### src/hw/mtfs_pkg.sv
// Shared constants and carrier types for the MAC transmit/flow/speed registers
package mtfs_pkg;

   // Register offsets on the management interface
   localparam logic [11:0] TX_CFG_OFFSET = 12'h408;
   localparam logic [11:0] FC_CFG_OFFSET = 12'h40c;
   localparam logic [11:0] SPEED_OFFSET  = 12'h410;

   // Transmitter control word field positions
   localparam int unsigned TX_RESET_BIT = 31;
   localparam int unsigned TX_JUMBO_BIT = 30;
   localparam int unsigned TX_FCS_BIT   = 29;
   localparam int unsigned TX_EN_BIT    = 28;
   localparam int unsigned TX_VLAN_BIT  = 27;
   localparam int unsigned TX_HD_BIT    = 26;
   localparam int unsigned TX_IFG_BIT   = 25;

   // Flow-control word field positions
   localparam int unsigned FC_TX_BIT = 30;
   localparam int unsigned FC_RX_BIT = 29;

   // Speed word field position (two bits, upper at SPEED_LSB+1)
   localparam int unsigned SPEED_LSB = 30;

   // Reset values
   localparam logic TX_JUMBO_RST = 1'h0;
   localparam logic TX_FCS_RST   = 1'h0;
   localparam logic TX_EN_RST    = 1'h1;
   localparam logic TX_VLAN_RST  = 1'h0;
   localparam logic TX_HD_RST    = 1'h0;
   localparam logic TX_IFG_RST   = 1'h0;
   localparam logic FC_TX_RST    = 1'h1;
   localparam logic FC_RX_RST    = 1'h1;

   // Speed codes
   localparam logic [1:0] SPEED_10M  = 2'h0;
   localparam logic [1:0] SPEED_100M = 2'h1;
   localparam logic [1:0] SPEED_1G   = 2'h2;
   localparam logic [1:0] SPEED_RST  = 2'h2;
   localparam logic [1:0] SPEED_LOW_RST = 2'h1;

   // Timing and length figures
   localparam logic [7:0]  IFG_MIN_CYCLES = 8'h0c;
   localparam logic [15:0] MAX_STD_LEN    = 16'h05ee;
   localparam logic [15:0] MAX_VLAN_LEN   = 16'h05f2;

   // Speed support chosen when the device is built
   typedef enum logic [1:0] {
      BUILD_TRI,
      BUILD_GIG,
      BUILD_LOW
   } mtfs_build_type;

   // One management request
   typedef struct packed {
      logic        sel;
      logic        wr;
      logic [11:0] addr;
      logic [31:0] wdata;
   } mtfs_mgmt_req_type;

   // Stored transmitter configuration
   typedef struct packed {
      logic jumbo;
      logic fcsFromClient;
      logic enable;
      logic vlan;
      logic halfDuplex;
      logic ifgAdjust;
   } mtfs_tx_cfg_type;

   // Stored flow-control configuration
   typedef struct packed {
      logic txPauseEn;
      logic rxPauseEn;
   } mtfs_fc_cfg_type;

   // Controls presented to the transmitter datapath
   typedef struct packed {
      logic        txReset;
      logic        frameLimitOn;
      logic [15:0] maxFrameLen;
      logic        fcsFromClient;
      logic        padAndFcs;
      logic        enable;
      logic        vlan;
      logic        halfDuplex;
      logic [7:0]  ifgGap;
   } mtfs_tx_ctrl_type;

endpackage

### src/hw/mtfs_speed_reg.sv
// Link speed register, untouched by any reset
`timescale 1ns/1ps

module mtfs_speed_reg #(
   parameter mtfs_pkg::mtfs_build_type BUILD = mtfs_pkg::BUILD_TRI
) (
   input  wire logic       clk,       // Management clock
   input  wire logic       wrEn,      // Write strobe for the speed word
   input  wire logic [1:0] wrCode,    // Code offered by the write
   output logic [1:0]      speedCode  // Current speed code
);

   typedef struct packed {
      logic [1:0] code;
   } mtfs_speed_state_type;

   // Power-up value per build
   function automatic logic [1:0] initCode(mtfs_pkg::mtfs_build_type b);
      logic [1:0] c;
      c = mtfs_pkg::SPEED_RST;
      if (b == mtfs_pkg::BUILD_LOW) begin
         c = mtfs_pkg::SPEED_LOW_RST;
      end
      return c;
   endfunction

   mtfs_speed_state_type st_q = '{code: initCode(BUILD)};
   mtfs_speed_state_type st_d;

   // Accept only the codes the build supports
   always_comb begin
      st_d = st_q;
      unique case (BUILD)
         mtfs_pkg::BUILD_GIG: begin
            st_d.code = mtfs_pkg::SPEED_1G;
         end
         mtfs_pkg::BUILD_LOW: begin
            if (wrEn && (wrCode == mtfs_pkg::SPEED_10M ||
                         wrCode == mtfs_pkg::SPEED_100M)) begin
               st_d.code = wrCode;
            end
         end
         default: begin
            if (wrEn && wrCode != 2'h3) begin
               st_d.code = wrCode;
            end
         end
      endcase
   end

   // No reset term at all
   always_ff @(posedge clk) begin
      st_q <= st_d;
   end

   assign speedCode = st_q.code;

endmodule

### src/hw/mtfs_mac_cfg.sv
// Transmitter, flow-control and speed configuration registers of the MAC
`timescale 1ns/1ps

module mtfs_mac_cfg #(
   parameter mtfs_pkg::mtfs_build_type BUILD = mtfs_pkg::BUILD_TRI
) (
   input  wire logic                        clk,           // Management clock
   input  wire logic                        rstn,          // Sync reset, low
   input  wire mtfs_pkg::mtfs_mgmt_req_type mgmtReq,       // Register request
   output logic [31:0]                      mgmtRdData,    // Read word
   output logic                             mgmtRdValid,   // Read data strobe
   input  wire logic                        pauseReq,      // Pause request
   input  wire logic                        txFrameStart,  // Frame start
   input  wire logic [7:0]                  txIfgDelay,    // Gap extension
   input  wire logic                        rxPauseActive, // Pause time runs
   output mtfs_pkg::mtfs_tx_ctrl_type       txCtrl,        // Tx controls
   output logic                             pauseSend,     // Send pause frame
   output logic                             txHoldOff,     // Stall transmitter
   output logic                             pauseToClient, // Pass pause up
   output logic [1:0]                       speedCode      // Link speed code
);

   // State of this module except the speed code, which u_speed holds
   typedef struct packed {
      mtfs_pkg::mtfs_tx_cfg_type tx;
      mtfs_pkg::mtfs_fc_cfg_type fc;
      logic                      txRstPulse;
      logic [7:0]                ifgGap;
      logic                      pauseSend;
      logic                      holdOff;
      logic                      pauseToClient;
      logic [31:0]               rdData;
      logic                      rdValid;
   } mtfs_cfg_state_type;

   mtfs_cfg_state_type st_q;
   mtfs_cfg_state_type st_d;

   logic       speedWr;
   logic [1:0] speedNow;

   // Default transmitter fields, used at reset and on the self-clearing reset
   function automatic mtfs_pkg::mtfs_tx_cfg_type txDefault();
      mtfs_pkg::mtfs_tx_cfg_type c;
      c.jumbo         = mtfs_pkg::TX_JUMBO_RST;
      c.fcsFromClient = mtfs_pkg::TX_FCS_RST;
      c.enable        = mtfs_pkg::TX_EN_RST;
      c.vlan          = mtfs_pkg::TX_VLAN_RST;
      c.halfDuplex    = mtfs_pkg::TX_HD_RST;
      c.ifgAdjust     = mtfs_pkg::TX_IFG_RST;
      return c;
   endfunction

   // Default flow-control fields
   function automatic mtfs_pkg::mtfs_fc_cfg_type fcDefault();
      mtfs_pkg::mtfs_fc_cfg_type c;
      c.txPauseEn = mtfs_pkg::FC_TX_RST;
      c.rxPauseEn = mtfs_pkg::FC_RX_RST;
      return c;
   endfunction

   // Gap length chosen when a frame starts
   function automatic logic [7:0] gapFor(logic adjust, logic [7:0] delay);
      logic [7:0] g;
      g = mtfs_pkg::IFG_MIN_CYCLES;
      if (adjust && delay > mtfs_pkg::IFG_MIN_CYCLES) begin
         g = delay;
      end
      return g;
   endfunction

   // Transmitter word as seen by a read; reset bit always reads zero
   function automatic logic [31:0] txWord(mtfs_pkg::mtfs_tx_cfg_type c);
      logic [31:0] w;
      w = 32'h0;
      w[mtfs_pkg::TX_JUMBO_BIT] = c.jumbo;
      w[mtfs_pkg::TX_FCS_BIT]   = c.fcsFromClient;
      w[mtfs_pkg::TX_EN_BIT]    = c.enable;
      w[mtfs_pkg::TX_VLAN_BIT]  = c.vlan;
      w[mtfs_pkg::TX_HD_BIT]    = c.halfDuplex;
      w[mtfs_pkg::TX_IFG_BIT]   = c.ifgAdjust;
      return w;
   endfunction

   // Flow-control word as seen by a read
   function automatic logic [31:0] fcWord(mtfs_pkg::mtfs_fc_cfg_type c);
      logic [31:0] w;
      w = 32'h0;
      w[mtfs_pkg::FC_TX_BIT] = c.txPauseEn;
      w[mtfs_pkg::FC_RX_BIT] = c.rxPauseEn;
      return w;
   endfunction

   // Speed word as seen by a read
   function automatic logic [31:0] speedWord(logic [1:0] code);
      logic [31:0] w;
      w = 32'h0;
      w[mtfs_pkg::SPEED_LSB +: 2] = code;
      return w;
   endfunction

   // Request qualifier: a selected access of the given direction
   function automatic logic reqIs(mtfs_pkg::mtfs_mgmt_req_type r,
                                  logic wr);
      logic h;
      h = r.sel && (r.wr == wr);
      return h;
   endfunction

   // Speed register sits apart because no reset may touch it
   assign speedWr = reqIs(mgmtReq, 1'h1) &&
                    mgmtReq.addr == mtfs_pkg::SPEED_OFFSET;

   mtfs_speed_reg #(
      .BUILD (BUILD)
   ) u_speed (
      .clk       (clk),
      .wrEn      (speedWr),
      .wrCode    (mgmtReq.wdata[mtfs_pkg::SPEED_LSB +: 2]),
      .speedCode (speedNow)
   );

   // Next state: register writes, reads and flow-control gating
   always_comb begin
      st_d = st_q;
      st_d.txRstPulse = 1'h0;
      st_d.rdValid    = 1'h0;

      // Register writes; only documented fields are stored
      if (reqIs(mgmtReq, 1'h1)) begin
         unique case (mgmtReq.addr)
            mtfs_pkg::TX_CFG_OFFSET: begin
               if (mgmtReq.wdata[mtfs_pkg::TX_RESET_BIT]) begin
                  st_d.tx         = txDefault();
                  st_d.txRstPulse = 1'h1;
               end else begin
                  st_d.tx.jumbo =
                     mgmtReq.wdata[mtfs_pkg::TX_JUMBO_BIT];
                  st_d.tx.fcsFromClient =
                     mgmtReq.wdata[mtfs_pkg::TX_FCS_BIT];
                  st_d.tx.enable =
                     mgmtReq.wdata[mtfs_pkg::TX_EN_BIT];
                  st_d.tx.vlan =
                     mgmtReq.wdata[mtfs_pkg::TX_VLAN_BIT];
                  st_d.tx.halfDuplex =
                     mgmtReq.wdata[mtfs_pkg::TX_HD_BIT];
                  st_d.tx.ifgAdjust =
                     mgmtReq.wdata[mtfs_pkg::TX_IFG_BIT];
               end
            end
            mtfs_pkg::FC_CFG_OFFSET: begin
               st_d.fc.txPauseEn =
                  mgmtReq.wdata[mtfs_pkg::FC_TX_BIT];
               st_d.fc.rxPauseEn =
                  mgmtReq.wdata[mtfs_pkg::FC_RX_BIT];
            end
            default: begin
               // Other offsets and reserved bits are dropped
               st_d.rdData = st_q.rdData;
            end
         endcase
      end

      // Register reads; answer one cycle later, zero when unmapped
      if (reqIs(mgmtReq, 1'h0)) begin
         st_d.rdValid = 1'h1;
         unique case (mgmtReq.addr)
            mtfs_pkg::TX_CFG_OFFSET: begin
               st_d.rdData = txWord(st_q.tx);
            end
            mtfs_pkg::FC_CFG_OFFSET: begin
               st_d.rdData = fcWord(st_q.fc);
            end
            mtfs_pkg::SPEED_OFFSET: begin
               st_d.rdData = speedWord(speedNow);
            end
            default: begin
               st_d.rdData = 32'h0;
            end
         endcase
      end

      // Gap after each frame, caught as the frame starts
      if (!st_q.tx.ifgAdjust) begin
         st_d.ifgGap = mtfs_pkg::IFG_MIN_CYCLES;
      end else if (txFrameStart) begin
         st_d.ifgGap = gapFor(st_q.tx.ifgAdjust, txIfgDelay);
      end

      // Pause request passes only while transmit flow control is on
      st_d.pauseSend = pauseReq && st_q.fc.txPauseEn;

      // Received pause stalls the transmitter only when enabled
      st_d.holdOff = rxPauseActive && st_q.fc.rxPauseEn;

      // With receive flow control off, pause frames go up to the client
      st_d.pauseToClient = !st_q.fc.rxPauseEn;

      // Self-clearing reset also restarts the gap at its minimum
      if (st_d.txRstPulse) begin
         st_d.ifgGap = mtfs_pkg::IFG_MIN_CYCLES;
      end
   end

   // State register with synchronous reset
   always_ff @(posedge clk) begin
      if (!rstn) begin
         st_q.tx            <= txDefault();
         st_q.fc            <= fcDefault();
         st_q.txRstPulse    <= 1'h0;
         st_q.ifgGap        <= mtfs_pkg::IFG_MIN_CYCLES;
         st_q.pauseSend     <= 1'h0;
         st_q.holdOff       <= 1'h0;
         st_q.pauseToClient <= 1'h0;
         st_q.rdData        <= 32'h0;
         st_q.rdValid       <= 1'h0;
      end else begin
         st_q <= st_d;
      end
   end

   // Management answer
   assign mgmtRdData  = st_q.rdData;
   assign mgmtRdValid = st_q.rdValid;

   // Transmitter controls; one process drives the whole struct
   always_comb begin
      // Frame length limit is off in jumbo mode; its length follows the tagging choice
      txCtrl.frameLimitOn = !st_q.tx.jumbo;
      txCtrl.maxFrameLen  = st_q.tx.vlan ? mtfs_pkg::MAX_VLAN_LEN
                                         : mtfs_pkg::MAX_STD_LEN;
      // Check sequence source: client or own generator with padding
      txCtrl.fcsFromClient = st_q.tx.fcsFromClient;
      txCtrl.padAndFcs     = !st_q.tx.fcsFromClient;
      // Remaining transmitter controls
      txCtrl.txReset    = st_q.txRstPulse;
      txCtrl.enable     = st_q.tx.enable;
      txCtrl.vlan       = st_q.tx.vlan;
      txCtrl.halfDuplex = st_q.tx.halfDuplex;
      txCtrl.ifgGap     = st_q.ifgGap;
   end

   // Flow-control outputs
   assign pauseSend     = st_q.pauseSend;
   assign txHoldOff     = st_q.holdOff;
   assign pauseToClient = st_q.pauseToClient;

   // Speed code to the datapath
   assign speedCode = speedNow;

endmodule

### config.mk
export PLATFORM = sky130hd
export DESIGN_NAME = mtfs_mac_cfg
export DESIGN_NICKNAME = d
export VERILOG_FILES = /design/src/hw/mtfs_pkg.sv /design/src/hw/mtfs_speed_reg.sv /design/src/hw/mtfs_mac_cfg.sv
export SDC_FILE = /design/constraint.sdc
export NUM_CORES = 1
export LEC_CHECK = 0
export BUFFER_PORTS_ARGS = -buffer_cell sky130_fd_sc_hd__buf_4
export CORE_UTILIZATION = 46
export CTS_BUF_LIST = sky130_fd_sc_hd__clkbuf_8
export DETAILED_ROUTE_END_ITERATION = 12
export GPL_ROUTABILITY_DRIVEN = 0
export PLACE_DENSITY_LB_ADDON = 0.15
export SYNTH_ARGS = -nofsm -noshare
export SYNTH_HDL_FRONTEND = slang
export SYNTH_SLANG_ARGS = --single-unit
export TNS_END_PERCENT = 1
### constraint.sdc
create_clock -name clk -period 3.6 [get_ports clk]
set_input_delay 0.54 -clock clk [delete_from_list [all_inputs] [get_ports clk]]
set_output_delay 0.54 -clock clk [all_outputs]
set_load 0.03 [all_outputs]
* Yosys cells after proc, flatten, opt, wreduce, memory -nomap -nowiden
Cells that the tools add are included.
** Storage, ports and cells
- Bits in registers :: 55
- Input port bits :: 59
- Output and inout port bits :: 69
- Word-level logic and storage cells :: 45
** Cells by class
- Magnitude comparators :: 1
- Eq/ne operators :: 4
- Mux-type cells :: 8
- Bitwise gates (word level) :: 3
- Reductions and logical operators :: 13
** Operators with widths (count)
- 32-bit one-hot mux with 3 select lines :: 1
- 12-bit by 11-bit == test with 1-bit output, second input constant :: 3
- 8-bit by 4-bit > comparator with 1-bit output, second input constant :: 1
- 8-bit 2-to-1 mux :: 1
- 1-bit logical AND :: 7
- 6-bit 2-to-1 mux :: 1
- 5-bit 2-to-1 mux :: 1
- 1-bit 2-to-1 mux :: 4
- 2-bit AND reduction :: 2
- 1-bit logical NOT :: 3
- 1-bit inverter :: 3
- 3-bit OR reduction :: 1
- 2-bit inequality test, second input constant :: 1

* Logic depth before layout (Yosys ltp)
Gate-level depths: netlist of the first run.
- Depth after elaboration :: 4
- Depth in mapped cells :: 4
- Depth with buffers taken out :: 3

* Cells and area by module
A second synthesis of the first run with hierarchy kept.
** Unflattened totals
- Cell total of the unflattened synthesis :: 207
- Area, all modules :: 1855.5 µm²
** By module, submodules not included
- mtfs_mac_cfg :: instances 1, cells each 204, area an instance 1784.2 µm², seq. area each 560.5 µm²
- mtfs_speed_reg :: instances 1, cells each 3, area an instance 71.3 µm², seq. area each 60.1 µm²

* Worst setup path after synthesis of the first run
OpenSTA, ideal clock, no wires.
- Path type :: input port to flip-flop
- Start point :: input port mgmtReq[41] (netlist bit)
- End point :: register u_speed.st_q (netlist bit u_speed.speedCode[0]) (enable)
- Library setup time :: 0.329 ns
- Data arrival time :: 1.685 ns
- Data required time :: 3.271 ns
- Slack :: 1.586 ns
- Stages on the path :: 3
- Path buffers :: 0
- Cell sequence :: or4b_4 > or3_4 > nor3_1
** Between the ends
- Word-level cells in the longest chain between the ends :: 3
** RTL lines
- start, declared :: RTL line mtfs_mac_cfg.sv:9 : input wire mtfs_pkg::mtfs_mgmt_req_type mgmtReq,
- 12-bit by 11-bit == test with 1-bit output :: RTL line mtfs_mac_cfg.sv:112 : mgmtReq.addr == mtfs_pkg::SPEED_OFFSET;
- 1-bit logical AND :: RTL line mtfs_mac_cfg.sv:111 : assign speedWr = reqIs(mgmtReq, 1'h1) &&
- 1-bit logical AND :: RTL line mtfs_speed_reg.sv:44 : if (wrEn && wrCode != 2'h3) begin
- end signal, assigned :: RTL line mtfs_speed_reg.sv:53 : st_q <= st_d;
- end, declared :: RTL line mtfs_speed_reg.sv:27 : mtfs_speed_state_type st_q = '{code: initCode(BUILD)};
Every way passes these cells.
A chain may end at the register's enable or synchronous reset.

* Worst setup path after layout of the first run
- Start point :: input port mgmtReq[41] (netlist bit)
- End point :: register u_speed.st_q (netlist bit u_speed.speedCode[1]) (enable)
Same word-level chain as after synthesis.

==> flow_metrics.tcl, run 1 <==
set metrics [dict create \
    root_buffer "clkbuf_8" \
    die_h_um 65.8 \
    avgViaCountPerCell 4.79 \
    wl_per_cell_um 11.8 \
    start_kind "input pin" \
    drtAntennaViolNets 0 \
    rrSetupSlack_ns 2.31 \
    drtPass1Iterations 4 \
    mostFrequentLayoutCell "buf_4" \
    antenna_cells 0 \
    htreeDepth 2 \
    worstPathArrival_ns 1.90 \
    seq_area_frac_synth_pct 33.1 \
    grt_pass1_vias 1167 \
    clk_latency_ns 0.28 \
    portBuffers 64 \
    crit_path_end "u_speed.speedCode[1]$_DFFE_PP_" \
    p_seq_share_pct 47.8 \
    switching_share_pct 28.7 \
    core_um2 3770 \
    min_path_type "reg -> reg" \
    tightest_slew_ns 0.524 \
    area_growth_syn_to_layout_pct 14.9 \
    ir_drop_mv 0.162 \
    rsz0062_at_grt "false" \
    layout_common_cells "64 x buf_4, 38 x conb_1, 28 x dfxtp_1" \
    vias 1407 \
    drtIter0Drc 40 \
    fin_util_pct 57.1 \
    dieArea_um2 4330 \
    drive_above_1_share_pct 31.3 \
    cts_setup_buffers 0 \
    crit_fanout 3 \
    pre_cts_ws_ns 1.35 \
    fin_ws_ns 1.65 \
    synthCells 205 \
    status "completed" \
    clk_pin_slew_ns 0.06 \
    relSlewSlack_pct 65.0 \
    fill_cells 373 \
    startpoint "mgmtReq[41]" \
    fin_total_pwr_mw 0.706 \
    p_leak_nw 0.962 \
    p_comb_share_pct 17.6 \
    pwr-share-clk_pct 34.6 \
    multi_input_area_um2 893 \
    rows 22 \
    r2r-start "st_q[47]$_SDFFE_PN0P_" \
    r2r_end "txCtrl[3]$_SDFFE_PP1P_" \
    grt_overflow_total 0 \
    finalHoldViolations 0 \
    worstSetupPathType "in -> reg" \
    yosys-top-cells-area "dfxtp_1 30%, buf_4 24%, mux2i_1 4.8%" \
    reg2regPathDepth 3 \
    async_flop_share_pct 0 \
    numCtsBuffers 5 \
    cts_hold_buf 0 \
    synth_edf_count 2 \
    syn_avg_cell_area_um2 9.14 \
    period_share_pct 54.1 \
    powerDensity_nw_per_um2 328 \
    io_pins 128 \
    place_hpwl_um 2640 \
    ys_warn_count 0 \
    cts_resized 0 \
    yosys.area.top_type_share_pct 29.9 \
    syn_area_um2 1870 \
    nNetsFinal 304 \
    die_w_um 65.8 \
    endpoint_kind "register" \
    crit_required_ns 3.55 \
    setup_viol_count_final 0 \
    finalCriticalPeriod_ns 1.95 \
    start_util_pct 49.7 \
    cts_sinks 30 \
    drv_slew 0 \
    drcViolationCount 0 \
    synth-main-ff-cell "dfxtp_1" \
    cts_tree "done" \
    design_area_um2 2150 \
    cap_viol_max_count 0 \
    fin_worst_skew_ns 0.00570 \
    cell_internal_pwr_mw 0.503 \
    grt_max_degree 28 \
    antenna_found_initial 0 \
    synth_seq_cells 30 \
    max_freq_mhz 514 \
    yosysTopAreaCell "dfxtp_1" \
    wl_um 3460 \
    post_dp_cell_area_um2 2070 \
    tns_ns 0 \
    track_usage_pct 16.2 \
    cts_buffer_depth 2 \
    regArea_um2 621 \
    p_sw_mw 0.203 \
    grt_pass1_wl_um 5320 \
    synth_cell_types 39 \
]
-- flip-flops by register name, summed over array words and instances (netlist names) --
signal	flops
st_q	4
pauseSend	1
mgmtRdData	7
txCtrl	13
mgmtRdValid	1
txHoldOff	1
u_speed.speedCode	2
pauseToClient	1
-- metrics by stage --
stage,hold WS (ns),instances
after detailed placement,0.449,286
after floorplan,0.417,241
after global routing,0.462,294
final,0.452,294
after CTS,0.459,294
after global placement,0.438,286
-- cells in the mapped netlist (2+ instances only) --
master	instances
buf_4	60
dfxtp_1	28
nand2_1	14
mux2i_1	9
nand3_1	8
clkbuf_1	7
nand2b_1	7
nor2b_1	7
a221oi_1	6
nand3b_1	6
inv_1	5
nand4_1	5
a21boi_1	4
and3b_1	4
a211o_1	2
and2_1	2
and3_1	2
conb_1	2
edfxtp_1	2
nor2_1	2
nor3_1	2
nor4b_2	2
o2111ai_1	2
o32a_1	2
-- power groups by stage --
stage	Sequential [mW]	Clock (mW)	Combinational, mW
floorplan	0.348	0	0.109
detailed placement	0.345	0	0.123
global placement	0.345	0	0.123
finish	0.338	0.245	0.124
global route	0.337	0.268	0.133
CTS	0.338	0.253	0.124
-- worst max-delay path, cell delays in order --
cell	delay, ns
buf_4	0.12
or4b_4	0.55
or3_4	0.37
nor3_1	0.32
-- metal layers --
layer	global-route usage (%)	vias to the layer above	part of all wire, %
li1	-	702	-
met5	0	-	0
met4	8.97	0	1.8
met1	20.4	636	45
met2	26.1	64	46
met3	2.41	5	6.7
-- area by class of cell --
type | count | share of cell area, %
multi-input cells | 139 | 41.5
flip-flops and latches | 30 | 28.8
repair buffers | 64 | 22.3
clock buffers | 5 | 3.20
well taps | 48 | 2.79
inverters | 5 | 0.872
clock inverters | 3 | 0.523
-- worst min path at each step --
stage          slack (ns)  cells past startpoint                              to                         from
6_report             0.45                      1        pauseToClient$_SDFF_PN0_        st_q[45]$_SDFFE_PN1P_
5_1_grt              0.46                      1  u_speed.speedCode[0]$_DFFE_PP_                  mgmtReq[30]
4_1_cts              0.46                      1        pauseToClient$_SDFF_PN0_        st_q[45]$_SDFFE_PN1P_
3_5_place_dp         0.45                      1        pauseToClient$_SDFF_PN0_        st_q[45]$_SDFFE_PN1P_
3_3_place_gp         0.44                      2     mgmtRdData[27]$_SDFFE_PN0P_  mgmtRdData[27]$_SDFFE_PN0P_
2_1_floorplan        0.42                      1        pauseToClient$_SDFF_PN0_        st_q[45]$_SDFFE_PN1P_
-- logic make-up (layout without fill, tap and decap cells) --
logic type             Yosys count  count (layout)  synth area share (%)
buffers and inverters           72              77                  26.4
other                            2              38                 0.401
AND/OR/NAND/NOR                 71              71                  25.0
multiplexers                    10              10                  5.41
AO/OA/AOI/OAI                   20              20                  9.61
flip-flops                      30              30                  33.1
Note: power is estimated with default switching activity, not from simulation.
==> run 2, diff against run 1 <==
- CORE_UTILIZATION: 46 -> 43
- clock period: 3.6 -> 1.8 ns (I/O delays scaled with it)
==> flow_metrics.tcl, run 2 (same netlist as run 1, synthesis figures left out) <==
set metrics [dict create \
    drive_above_1_share_pct 35.2 \
    cap_viol_max_count 0 \
    clk_pin_slew_ns 0.07 \
    cts_buffer_depth 2 \
    drtIter0Drc 42 \
    wl_per_cell_um 12.2 \
    antenna_found_initial 0 \
    fin_total_pwr_mw 1.59 \
    regArea_um2 621 \
    multi_input_area_um2 893 \
    die_h_um 68.0 \
    drcViolationCount 0 \
    period_share_pct 91.0 \
    start_util_pct 45.9 \
    antenna_cells 0 \
    avgViaCountPerCell 4.72 \
    cts_sinks 30 \
    place_hpwl_um 2830 \
    cts_tree "done" \
    rrSetupSlack_ns 0.54 \
    path_cells "buf_4, or4b_4, or3_4, nor3_1" \
    whs_ns 0.204 \
    start_kind "input pin" \
    min_path_type "in -> reg" \
    setup_viol_count_final 0 \
    drtAntennaViolNets 0 \
    max_stage_delay_ns 0.53 \
    clk_latency_ns 0.27 \
    io_pins 128 \
    root_buffer "clkbuf_8" \
    crit_required_ns 1.75 \
    portBuffers 64 \
    largest_reg_flops 13 \
    max_freq_mhz 610 \
    cts_hold_buf 0 \
    grt_overflow_total 0 \
    grt_pass1_vias 1204 \
    ir_drop_mv 0.474 \
    numCtsBuffers 5 \
    p_leak_nw 1.02 \
    fin_worst_skew_ns 0.00347 \
    worstSetupPathType "in -> reg" \
    die_w_um 68.0 \
    endpoint_kind "register" \
    status "completed" \
    cts_resized 0 \
    finalCriticalPeriod_ns 1.64 \
    cp_top_family "simple AND/OR/NAND/NOR gates" \
    crit_fanout 2 \
    core_um2 4090 \
    layout_common_cells "74 x buf_4, 38 x conb_1, 28 x dfxtp_1" \
    wl_um 3740 \
    dieArea_um2 4630 \
    track_usage_pct 16.4 \
    grt_pass1_wl_um 5630 \
    powerDensity_nw_per_um2 705 \
    worstPathArrival_ns 1.59 \
    htreeDepth 2 \
    rows 23 \
    area_growth_syn_to_layout_pct 20.6 \
    rsz0062_at_grt "false" \
    grt_max_degree 28 \
    nNetsFinal 314 \
    fin_ws_ns 0.162 \
    vias 1444 \
    path_buf_inv 1 \
    drv_slew 0 \
    slowest_stage "or4b_4" \
    finalHoldViolations 0 \
    fill_cells 405 \
    mostFrequentLayoutCell "buf_4" \
    pre_cts_ws_ns -0.108 \
    drtPass1Iterations 4 \
    cts_setup_buffers 0 \
]
[run 2: cell count changes in the layout (fill, tap and decap cells not counted), sizes merged]
cell and delta:
inv -3, bufinv +1, clkinv +2, buf +10
[run 2: cell type report]
| cell class | instances | area share (%) |
|---|---|---|
| clock buffer | 5 | 3.05 |
| inverter | 5 | 0.831 |
| timing repair buffer | 74 | 24.6 |
| tap | 50 | 2.77 |
| multi-input combinational | 139 | 39.5 |
| sequential | 30 | 27.5 |
| clock inverter | 3 | 1.77 |
[run 2: power by group]
part           internal [mW]  switching (mW)
Combinational         0.0825           0.175
Clock                  0.407           0.253
Sequential             0.674        0.000843
Total                   1.16           0.429
[run 2: routing by layer]
layer	vias up	global-route usage [%]	wire [um]
li1	720	-	-
met1	661	22.2	1660
met2	59	25.2	1810
met3	4	3.17	235
met4	0	7.03	35
met5	-	0	0
[run 2: final timing paths]
kind	from	endpoint	cells after the start
worst min register to register	mgmtRdData[26]$_SDFFE_PN0P_	mgmtRdData[26]$_SDFFE_PN0P_	2
worst max-delay path	mgmtReq[41]	u_speed.speedCode[1]$_DFFE_PP_	4
worst min-delay path	mgmtReq[30]	u_speed.speedCode[0]$_DFFE_PP_	1
worst max register to register	st_q[47]$_SDFFE_PN0P_	txCtrl[3]$_SDFFE_PP1P_	3
[run 2: worst reg2reg max path, stage by stage, from the launching register on]
cell and delay (ns):
dfxtp_1 0.49, nand2_1 0.11, o32a_1 0.34, a211o_1 0.22
[run 2: metrics by stage]
stage,cell area (um2),instances,TNS [ns],utilization [%]
2_1_floorplan,2010,241,0,-
3_3_place_gp,2150,298,-0.234,52.6
3_5_place_dp,2150,298,-0.218,52.6
4_1_cts,2260,306,0,55.3
5_1_grt,2260,306,0,55.3
6_report,2260,306,0,55.3
==> run 3, diff against run 2 <==
- clock period: 1.8 -> 1.7 ns (I/O delays scaled with it)
==> flow_metrics.tcl, run 3 (same netlist as run 1, synthesis figures left out) <==
set metrics [dict create \
    grt_pass1_vias 1181 \
    portBuffers 64 \
    clk_latency_ns 0.28 \
    setup_viol_count_final 0 \
    vias 1414 \
    cts_resized 0 \
    grt_overflow_total 0 \
    fill_cells 402 \
    htreeDepth 2 \
    startpoint "mgmtReq[41]" \
    drtIter0Drc 34 \
    area_growth_syn_to_layout_pct 20.5 \
    finalCriticalPeriod_ns 1.54 \
    design_area_um2 2260 \
    dieArea_um2 4630 \
    slowest_stage "or4b_4" \
    drive_above_1_share_pct 35.3 \
    finalHoldViolations 0 \
    mostFrequentLayoutCell "buf_4" \
    r2r-start "st_q[47]$_SDFFE_PN0P_" \
    powerDensity_nw_per_um2 734 \
    grt_max_degree 28 \
    io_pins 128 \
    numCtsBuffers 5 \
    drcViolationCount 0 \
    rrSetupSlack_ns 0.43 \
    cts_hold_buf 0 \
    wl_um 3650 \
    start_util_pct 45.9 \
    max_stage_delay_ns 0.54 \
    period_share_pct 90.6 \
    avgViaCountPerCell 4.64 \
    endpoint_kind "register" \
    path_buf_inv 1 \
    track_usage_pct 16.7 \
    crit_fanout 3 \
    crit_required_ns 1.68 \
    start_kind "input pin" \
    r2r_end "txCtrl[3]$_SDFFE_PP1P_" \
    p_leak_nw 1.01 \
    rows 23 \
    cts_setup_buffers 0 \
    place_hpwl_um 2740 \
    cts_sinks 30 \
    crit_path_end "u_speed.speedCode[0]$_DFFE_PP_" \
    drv_slew 0 \
    cp_top_family "simple AND/OR/NAND/NOR gates" \
    path_cells "buf_4, or4b_4, or3_4, nor3_2" \
    layout_common_cells "73 x buf_4, 38 x conb_1, 28 x dfxtp_1" \
    crit_cells 4 \
    wl_per_cell_um 12.0 \
    post_dp_cell_area_um2 2150 \
    max_freq_mhz 649 \
    antenna_found_initial 0 \
    nNetsFinal 313 \
    grt_pass1_wl_um 5670 \
    clk_pin_slew_ns 0.06 \
    worstSetupPathType "in -> reg" \
    drtAntennaViolNets 0 \
    cts_buffer_depth 2 \
    cts_tree "done" \
    cap_viol_max_count 0 \
    rsz0062_at_grt "false" \
    reg2regPathDepth 3 \
    antenna_cells 0 \
    die_w_um 68.0 \
    ir_drop_mv 0.352 \
    status "completed" \
    die_h_um 68.0 \
    worstPathArrival_ns 1.52 \
    core_um2 4090 \
    min_path_type "in -> reg" \
    largest_reg_flops 13 \
    fin_worst_skew_ns 0.00362 \
    fin_total_pwr_mw 1.66 \
    drtPass1Iterations 4 \
    root_buffer "clkbuf_8" \
]
-- run 3: power breakdown --
| part | internal (mW) | switching, mW | leakage (nW) |
|---|---|---|---|
| Clock | 0.408 | 0.263 | 0.0575 |
| Sequential | 0.714 | 0.000842 | 0.244 |
| Combinational | 0.0871 | 0.185 | 0.710 |
| Total | 1.21 | 0.449 | 1.01 |
-- run 3: layout make-up --
type	instances	area, um2	area share (%)
clock buffers	8	110	4.88
inverters	5	18.8	0.831
multi-input cells	139	898	39.8
flip-flops and latches	30	621	27.5
well taps	50	62.6	2.77
repair buffers	73	548	24.3
-- run 3: stage by stage --
stage / hold WS, ns / cells / setup slack, ns / utilization, % / setup TNS [ns]
after floorplan: 0.354 / 241 / 0.0292 / - / 0
after global placement: 0.439 / 297 / -0.136 / 52.6 / -0.324
after detailed placement: 0.448 / 297 / -0.141 / 52.6 / -0.322
after CTS: 0.171 / 305 / 0.164 / 55.3 / 0
after global routing: 0.182 / 305 / 0.128 / 55.3 / 0
final: 0.180 / 305 / 0.160 / 55.3 / 0
-- run 3: worst min path at each step --
| stage | start | endpoint | slack (ns) | cells past startpoint |
|---|---|---|---|---|
| 2_1_floorplan | mgmtReq[30] | u_speed.speedCode[0]$_DFFE_PP_ | 0.35 | 0 |
| 3_3_place_gp | mgmtRdData[27]$_SDFFE_PN0P_ | mgmtRdData[27]$_SDFFE_PN0P_ | 0.44 | 2 |
| 3_5_place_dp | mgmtRdData[28]$_SDFFE_PN0P_ | mgmtRdData[28]$_SDFFE_PN0P_ | 0.45 | 2 |
| 4_1_cts | mgmtReq[30] | u_speed.speedCode[0]$_DFFE_PP_ | 0.17 | 1 |
| 5_1_grt | mgmtReq[30] | u_speed.speedCode[0]$_DFFE_PP_ | 0.18 | 1 |
| 6_report | mgmtReq[30] | u_speed.speedCode[0]$_DFFE_PP_ | 0.18 | 1 |
-- run 3: worst reg2reg max path, delay by kind of cell (launching register included) --
| kind | cells | cell delay, ns |
|---|---|---|
| flip-flops | 1 | 0.50 |
| AND/OR/NAND/NOR | 1 | 0.12 |
| AO/OA/AOI/OAI | 2 | 0.55 |
-- run 3: metal layers --
metal	up-vias	GRT usage [%]	routed length, um
met5	-	0	0
met4	0	7.81	65
met3	7	4.17	230
met2	62	25.2	1660
met1	628	22.1	1690
li1	717	-	-
